[src/hw/ras_pkg.sv]
// Notes on behaviour
// - With remap active, area zero vectors 0x0 to 0x20 are served by SRAM.
// - Writing 1 to the remap toggle bit flips remap; writing 0 does nothing.
// - Control 0x00 write-only, status 0x04, address 0x08, 0x0C-0x5C reserved.
// - Any master access to an undefined address gets an abort.
// - An abort is signalled to every master at once.
// - Misaligned word or half-word access is cancelled and aborted.
// - Alignment is checked for all masters except processor instruction fetches.
// - Each abort captures the full aborted address, replacing the old one.
// - For processor data aborts the data address itself is captured.
// - Size field: 00 byte, 01 half-word, 10 word; 11 reserved.
// - Kind field: 00 data read, 01 data write, 10 code fetch; 11 reserved.
// - Bit 0 set exactly when the last abort hit an undefined address.
// - Bit 1 set exactly when the last abort was a misalignment.
// - Bit 16 marks DMA, bit 17 marks processor as last abort source.
// - Bits 24/25 record, per master, an abort overwritten by a later one since last status read.
// - Abort status and abort address read zero after reset.
// - Without remap, area zero maps flash; SRAM stays at its own base.
// - The fourteen regions between memory and peripherals are undefined.
`default_nettype none

package ras_pkg;
  localparam logic [6:0] OFS_REMAP_CONTROL = 7'h00;
  localparam logic [6:0] OFS_ABORT_STATUS = 7'h04;
  localparam logic [6:0] OFS_ABORT_ADDRESS = 7'h08;
  localparam logic [6:0] OFS_RSVD_LAST = 7'h5C;
  localparam int REMAP_TOGGLE_BIT = 0;
  localparam int UNDEF_HIT_POS = 0;
  localparam int MISALIGN_HIT_POS = 1;
  localparam int SIZE_POS = 8;
  localparam int KIND_POS = 10;
  localparam int DMA_SRC_POS = 16;
  localparam int CPU_SRC_POS = 17;
  localparam int DMA_SEEN_POS = 24;
  localparam int CPU_SEEN_POS = 25;
  localparam logic [31:0] STATUS_RESET = 32'h0000_0000;
  localparam logic [31:0] ADDRESS_RESET = 32'h0000_0000;
  localparam logic [3:0] AREA_INTERNAL = 4'h0;
  localparam logic [3:0] AREA_PERIPH = 4'hF;
  localparam logic [7:0] MB_AREA_ZERO = 8'h00;
  // 1-Mbyte slot numbers within the internal area, address bits 27:20
  localparam logic [7:0] MB_FLASH = 8'h01;
  localparam logic [7:0] MB_SRAM = 8'h02;
  localparam logic [7:0] MB_NO_ABORT = 8'h03;
  localparam logic [1:0] SZ_BYTE = 2'h0;
  localparam logic [1:0] SZ_HALF = 2'h1;
  localparam logic [1:0] SZ_WORD = 2'h2;
  localparam logic [1:0] KIND_READ = 2'h0;
  localparam logic [1:0] KIND_WRITE = 2'h1;
  localparam logic [1:0] KIND_FETCH = 2'h2;
  localparam logic [1:0] SEL_NONE = 2'h0;
  localparam logic [1:0] SEL_FLASH = 2'h1;
  localparam logic [1:0] SEL_SRAM = 2'h2;
  localparam logic [1:0] SEL_PERIPH = 2'h3;
endpackage : ras_pkg

`default_nettype wire

[src/hw/ras_remap_abort.sv]
`default_nettype none

module ras_remap_abort (
  // Clock and reset
  input wire logic i_ref_clk,
  input wire logic i_reset,
  // Register port
  input wire logic [6:0] i_reg_addr,
  input wire logic [31:0] i_reg_wdata,
  input wire logic i_reg_wr,
  input wire logic i_reg_rd,
  output logic [31:0] o_reg_rdata,
  // System bus access, one cycle per transfer
  input wire logic i_bus_valid,
  input wire logic i_bus_is_dma,
  input wire logic [31:0] i_bus_addr,
  input wire logic [1:0] i_bus_size,
  input wire logic [1:0] i_bus_kind,
  // Decode result and abort to all masters
  output logic [1:0] o_mem_sel,
  output logic o_access_ok,
  output logic o_abort,
  // Remap state
  output logic o_remap_active
);

  typedef struct packed {
    logic remap;
    logic [31:0] rdata;
    logic [1:0] sel;
    logic ok;
    logic abort;
    logic undef_hit;
    logic misal_hit;
    logic [1:0] size;
    logic [1:0] kind;
    logic dma_src;
    logic cpu_src;
    logic dma_seen;
    logic cpu_seen;
    logic [31:0] abort_addr;
  } ras_state_t;

  ras_state_t s_q;
  ras_state_t s_d;

  // ---------------------------------------------------------------
  // Address decode helpers
  // ---------------------------------------------------------------
  function automatic logic addr_undefined(input logic [31:0] a);
    logic [7:0] mb;
    mb = a[27:20];
    if (a[31:28] == ras_pkg::AREA_PERIPH) begin
      addr_undefined = 1'b0;
    end else if (a[31:28] != ras_pkg::AREA_INTERNAL) begin
      addr_undefined = 1'b1;
    end else if (mb == ras_pkg::MB_AREA_ZERO || mb == ras_pkg::MB_FLASH ||
                 mb == ras_pkg::MB_SRAM || mb == ras_pkg::MB_NO_ABORT) begin
      addr_undefined = 1'b0;
    end else begin
      addr_undefined = 1'b1;
    end
  endfunction : addr_undefined

  function automatic logic addr_misaligned(input logic [1:0] sz,
                                           input logic [1:0] lo);
    if (sz == ras_pkg::SZ_WORD) begin
      addr_misaligned = (lo != 2'h0);
    end else if (sz == ras_pkg::SZ_HALF) begin
      addr_misaligned = lo[0];
    end else begin
      addr_misaligned = 1'b0;
    end
  endfunction : addr_misaligned

  function automatic logic [1:0] target(input logic [31:0] a,
                                        input logic rmp);
    if (a[31:28] == ras_pkg::AREA_PERIPH) begin
      target = ras_pkg::SEL_PERIPH;
    end else if (a[27:20] == ras_pkg::MB_AREA_ZERO) begin
      target = rmp ? ras_pkg::SEL_SRAM : ras_pkg::SEL_FLASH;
    end else if (a[27:20] == ras_pkg::MB_FLASH) begin
      target = ras_pkg::SEL_FLASH;
    end else if (a[27:20] == ras_pkg::MB_SRAM) begin
      target = ras_pkg::SEL_SRAM;
    end else begin
      target = ras_pkg::SEL_NONE;
    end
  endfunction : target

  // ---------------------------------------------------------------
  // Next state
  // ---------------------------------------------------------------
  always_comb begin
    logic undef;
    logic misal;
    logic hit;
    undef = 1'b0;
    misal = 1'b0;
    hit = 1'b0;
    s_d = s_q;
    s_d.rdata = 32'h0000_0000;
    s_d.abort = 1'b0;
    s_d.ok = 1'b0;
    s_d.sel = ras_pkg::SEL_NONE;

    // Register writes; only remap control takes effect
    if (i_reg_wr && i_reg_addr == ras_pkg::OFS_REMAP_CONTROL) begin
      if (i_reg_wdata[ras_pkg::REMAP_TOGGLE_BIT]) begin
        s_d.remap = ~s_q.remap;
      end
    end

    // Register reads; reserved and write-only offsets read zero
    if (i_reg_rd) begin
      if (i_reg_addr == ras_pkg::OFS_ABORT_STATUS) begin
        s_d.rdata[ras_pkg::UNDEF_HIT_POS] = s_q.undef_hit;
        s_d.rdata[ras_pkg::MISALIGN_HIT_POS] = s_q.misal_hit;
        s_d.rdata[ras_pkg::SIZE_POS +: 2] = s_q.size;
        s_d.rdata[ras_pkg::KIND_POS +: 2] = s_q.kind;
        s_d.rdata[ras_pkg::DMA_SRC_POS] = s_q.dma_src;
        s_d.rdata[ras_pkg::CPU_SRC_POS] = s_q.cpu_src;
        s_d.rdata[ras_pkg::DMA_SEEN_POS] = s_q.dma_seen;
        s_d.rdata[ras_pkg::CPU_SEEN_POS] = s_q.cpu_seen;
        s_d.dma_seen = 1'b0;
        s_d.cpu_seen = 1'b0;
      end else if (i_reg_addr == ras_pkg::OFS_ABORT_ADDRESS) begin
        s_d.rdata = s_q.abort_addr;
      end else begin
        s_d.rdata = 32'h0000_0000;
      end
    end

    // Bus access check
    if (i_bus_valid) begin
      undef = addr_undefined(i_bus_addr);
      misal = addr_misaligned(i_bus_size, i_bus_addr[1:0]) &&
              !(!i_bus_is_dma && i_bus_kind == ras_pkg::KIND_FETCH);
      hit = undef || misal;
      if (hit) begin
        s_d.abort = 1'b1;
        s_d.abort_addr = i_bus_addr;
        s_d.undef_hit = undef;
        s_d.misal_hit = misal;
        s_d.size = i_bus_size;
        s_d.kind = i_bus_kind;
        s_d.dma_src = i_bus_is_dma;
        s_d.cpu_src = !i_bus_is_dma;
        // Previous abort moves out of source bits into saved bits
        if (s_q.dma_src) begin
          s_d.dma_seen = 1'b1;
        end
        if (s_q.cpu_src) begin
          s_d.cpu_seen = 1'b1;
        end
      end else begin
        s_d.ok = 1'b1;
        s_d.sel = target(i_bus_addr, s_q.remap);
      end
    end
  end

  always_ff @(posedge i_ref_clk) begin
    if (i_reset) begin
      s_q <= '0;
    end else begin
      s_q <= s_d;
    end
  end

  assign o_reg_rdata = s_q.rdata;
  assign o_mem_sel = s_q.sel;
  assign o_access_ok = s_q.ok;
  assign o_abort = s_q.abort;
  assign o_remap_active = s_q.remap;

endmodule : ras_remap_abort

`default_nettype wire

[config.mk]
export PLATFORM = sky130hd
export DESIGN_NAME = ras_remap_abort
export DESIGN_NICKNAME = d
export VERILOG_FILES = /design/src/hw/ras_pkg.sv /design/src/hw/ras_remap_abort.sv
export SDC_FILE = /design/constraint.sdc
export NUM_CORES = 1
export LEC_CHECK = 0
export ABC_CLOCK_PERIOD_IN_PS = 3740
export CORE_MARGIN = 3
export CORE_UTILIZATION = 55
export CTS_CLUSTER_DIAMETER = 150
export DETAILED_ROUTE_END_ITERATION = 16
export DONT_BUFFER_PORTS = 1
export GPL_TIMING_DRIVEN = 0
export PLACE_DENSITY = 0.7
export SLEW_MARGIN = 10
export SYNTH_ARGS = -nofsm -noshare
export SYNTH_HDL_FRONTEND = slang
export SYNTH_SLANG_ARGS = --single-unit
[constraint.sdc]
create_clock -name i_ref_clk -period 3.74 [get_ports i_ref_clk]
set_input_delay 0.374 -clock i_ref_clk [delete_from_list [all_inputs] [get_ports i_ref_clk]]
set_output_delay 0.374 -clock i_ref_clk [all_outputs]
set_load 0.05 [all_outputs]
==> impl_summary.log <==
[metrics] outcome: completed
[metrics] number of flops mapped to enable cells by yosys: 0
[metrics] total nets after synthesis: 412
[metrics] count of cells resized by post-cts repair: 0
[metrics] buffers inserted by post-CTS timing repair: 0
[metrics] netlist area before placement: 3250 µm²
[metrics] count of inserted antenna diode cells: 0
[metrics] Synth-to-Final Area Change: 8.67%
[metrics] layout cell share with drive strength beyond 1: 0.182
[metrics] number of top-level pins: 118
[metrics] total length of routed wires: 7.23 mm
[metrics] worst ir drop on vdd: 0.287 mV
[metrics] top cell types by occurrence after synthesis: sky130_fd_sc_hd__dfxtp_1 (79), sky130_fd_sc_hd__o211ai_1 (74), sky130_fd_sc_hd__a21oi_1 (41), sky130_fd_sc_hd__buf_4 (35), sky130_fd_sc_hd__and2_1 (23)
[metrics] router iterations before antenna repair: 4
[metrics] Overall Power: 1610 µW
[metrics] GPL Wtd Cong: 0.881
[metrics] pin count of the biggest net entering global routing: 13
[metrics] sum of overflow across all layers after global routing: 0
[metrics] global-route usage over all layers: 0.213
[metrics] Max clock buf depth: 2
[metrics] part of the total power dissipated in sequential elements: 0.550
[metrics] RSZ-0062 raised after global routing: false
[metrics] count of endpoints failing hold in the final timing report: 0
[metrics] Max Clock Skew: 0.00321 ns
[metrics] Final ANT Viol Nets: 0
[metrics] fraction of power consumed by combinational cells: 0.071
[metrics] cts-stage hold buffer count: 0
[metrics] drt via density: 5.91
[metrics] switching power summed over all nets: 377 µW
[metrics] Period minus WS final: 1.72 ns
[metrics] level count of the clock H-tree: 3
[metrics] fraction of synthesis flops using an asynchronous set or reset pin: 0
[metrics] Starting Density: 0.579
[metrics] type of the worst min-delay path: input pin to flip-flop
[metrics] DIE HEIGHT: 82.8 µm
[metrics] Inserted Clock Buffers: 9
[metrics] maximum net fanout on the critical path: 10
[metrics] Post-DP HPWL: 5.27 mm
[metrics] Total Neg Setup Slack: 0 ns
[metrics] data required time at the worst endpoint: 3.95 ns
[metrics] synthesis-stage register bit count: 79
[metrics] Synth area leaders: sky130_fd_sc_hd__dfxtp_1 (49%), sky130_fd_sc_hd__o211ai_1 (17%), sky130_fd_sc_hd__buf_4 (8.1%)
[metrics] average detailed-routed wire length per instance: 17.3 µm
[metrics] clock tree from TritonCTS: built
[metrics] core area: 5610 µm²
[metrics] layout net count: 423
[metrics] slew at the pin with the worst max-slew slack: 0.606 ns
[metrics] most frequent cell after synthesis: sky130_fd_sc_hd__dfxtp_1
[metrics] number of fillers in the final layout: 500
[metrics] IO buf count: 0
[metrics] Std-Cell Rows: 27
[metrics] kind of end point of the critical path: flip-flop
[metrics] Die Footprint: 6860 µm²
[metrics] number of antenna violations at the first check in global routing: 0
[metrics] PD cells: 457 nW/µm²
[metrics] highest clock rate: 583 MHz
[metrics] fraction of power spent switching nets: 0.234
[metrics] Yosys cell types: 34
[metrics] area share of the leading cell type in the synthesized netlist: 0.487
[metrics] insertion delay of the later-clocked pin in the worst-skew pair: 0.34 ns
[metrics] Period Utilization, post-route: 0.459
[metrics] clock slew seen by the registers of the worst setup and hold paths: 0.07 ns
[metrics] fraction of power consumed by the clock network: 0.379
[metrics] max-cap violations: 0
[metrics] most used flip-flop cell after synthesis: sky130_fd_sc_hd__dfxtp_1
[metrics] Yosys Warn Count: 0
[metrics] DRC errors left: 0
[metrics] # setup viols final: 0
[metrics] number of standard cells after synthesis: 331
[metrics] count of clock tree sinks: 79
[metrics] number of DRC markers in iteration 0: 193
[metrics] design internal power: 1230 µW
[metrics] Leak: 0.00130 µW
[metrics] count of vias placed by the detailed router: 2477
[metrics] area used by multi-input combinational logic: 1240 µm²
[metrics] worst setup path class: input pin to flip-flop
[metrics] Startpoint Class: input pin
[metrics] syn_area_per_cell: 9.81 µm²
[metrics] post-synthesis sequential area ratio: 0.487
[metrics] cell type with the largest total area after synthesis: sky130_fd_sc_hd__dfxtp_1
[metrics] Worst EP arrival: 1.92 ns
[metrics] Finished Core Util: 0.629
[metrics] pins over their slew limit: 0
[metrics] global-route wire length before repair: 11.7 mm
[metrics] number of global-route vias before repair: 2355
[metrics] width of the die: 82.8 µm
[metrics] sequential cell area: 1580 µm²
[metrics] worst relative slew slack: 0.595
[metrics] Root Driver: sky130_fd_sc_hd__clkbuf_8
[cell type report]
cell class / instances / share of cell area
flip-flops and latches: 79 / 0.448
multi-input cells: 181 / 0.352
clock buffers: 13 / 0.0422
well taps: 72 / 0.0255
inverters: 4 / 0.00426
plain buffers: 67 / 0.116
clock inverters: 3 / 0.0121
[registers in the layout, indices dropped and copies added (netlist names)]
register,cells
s_q,42
o_access_ok,1
o_mem_sel,2
o_abort,1
o_reg_rdata,32
o_remap_active,1
[logic make-up after synthesis]
group                     after synthesis  share of synthesized area
xor gates and xnor gates                2                    0.00540
buffers and inverters                  71                      0.130
DFF                                    79                      0.487
AOI/OAI and AO/OA                     137                      0.293
and+or+nand+nor                        42                     0.0840
[cell usage in the layout (no fill, tap or decap)]
master,Yosys,routed
sky130_fd_sc_hd__nor2b_1,1,1
sky130_fd_sc_hd__o2111ai_1,2,2
sky130_fd_sc_hd__a22oi_1,1,1
sky130_fd_sc_hd__o31ai_2,1,1
sky130_fd_sc_hd__dfxtp_1,79,79
sky130_fd_sc_hd__o31a_1,1,1
sky130_fd_sc_hd__o21ai_0,2,2
sky130_fd_sc_hd__nor2_1,3,3
sky130_fd_sc_hd__a32o_1,2,2
sky130_fd_sc_hd__o211ai_1,74,74
sky130_fd_sc_hd__or3b_2,1,1
sky130_fd_sc_hd__clkbuf_8,0,10
sky130_fd_sc_hd__nor4_1,2,2
sky130_fd_sc_hd__or4_4,2,2
sky130_fd_sc_hd__buf_2,8,8
sky130_fd_sc_hd__nand3_1,1,1
sky130_fd_sc_hd__and2_1,23,23
sky130_fd_sc_hd__and4_1,1,1
sky130_fd_sc_hd__or2_2,1,1
sky130_fd_sc_hd__a21oi_1,41,41
sky130_fd_sc_hd__clkbuf_1,19,22
sky130_fd_sc_hd__nand3b_1,1,1
sky130_fd_sc_hd__clkinvlp_4,0,1
sky130_fd_sc_hd__xnor2_1,1,1
sky130_fd_sc_hd__a22o_1,10,10
sky130_fd_sc_hd__bufinv_16,0,1
sky130_fd_sc_hd__buf_4,35,35
sky130_fd_sc_hd__or4_1,2,2
sky130_fd_sc_hd__inv_1,4,4
sky130_fd_sc_hd__o211a_1,2,2
sky130_fd_sc_hd__clkinv_2,0,1
sky130_fd_sc_hd__nor3_1,2,2
sky130_fd_sc_hd__nand4b_1,1,1
sky130_fd_sc_hd__a31oi_1,1,1
sky130_fd_sc_hd__xor2_1,1,1
sky130_fd_sc_hd__nand4_1,1,1
sky130_fd_sc_hd__buf_1,3,3
sky130_fd_sc_hd__buf_6,2,2
[worst paths after layout]
| check | from | end | slack [ns] | depth (start not counted) |
|---|---|---|---|---|
| worst max-delay path | i_bus_addr[24] | s_q[37]$_SDFFE_PP0P_ | 2.02 | 6 |
| worst min-delay path | i_bus_addr[16] | s_q[16]$_SDFFE_PP0P_ | 0.21 | 2 |
| worst max register to register | o_remap_active$_SDFFE_PP0P_ | o_mem_sel[0]$_SDFF_PP0_ | 2.60 | 3 |
| worst min register to register | s_q[13]$_SDFFE_PP0P_ | o_reg_rdata[13]$_SDFF_PP0_ | 0.46 | 1 |
[worst max-delay path: stages]
cell                       delay [ns]
sky130_fd_sc_hd__or4_4           0.54
sky130_fd_sc_hd__o31a_1          0.32
sky130_fd_sc_hd__buf_2           0.19
sky130_fd_sc_hd__buf_2           0.20
sky130_fd_sc_hd__o211ai_1        0.21
sky130_fd_sc_hd__a21oi_1         0.09
[power groups by stage]
stage / Sequential (µW) / Combinational (µW) / Clock (µW)
floorplan: 901 / 87.8 / 0
global placement: 905 / 110 / 0
detailed placement: 906 / 113 / 0
CTS: 886 / 113 / 626
global route: 890 / 127 / 658
finish: 887 / 114 / 612
[layer usage]
layer  share of wire  track usage  vias up
met3           0.083       0.0615        7
li1                -            -     1218
met4          0.0091       0.0788        0
met1            0.45        0.281     1156
met5               0            0        -
met2            0.46        0.332       96
[metrics by stage]
step	setup WS, ns	hold slack [ns]	cells	cell area, µm²
final	2.02	0.209	419	3530
after global routing	1.90	0.201	419	3530
after CTS	2.04	0.200	419	3530
after detailed placement	1.68	0.442	403	3340
after global placement	1.71	0.444	403	3340
after floorplan	1.86	0.430	331	3250
Power figures use the tool's default switching activity.
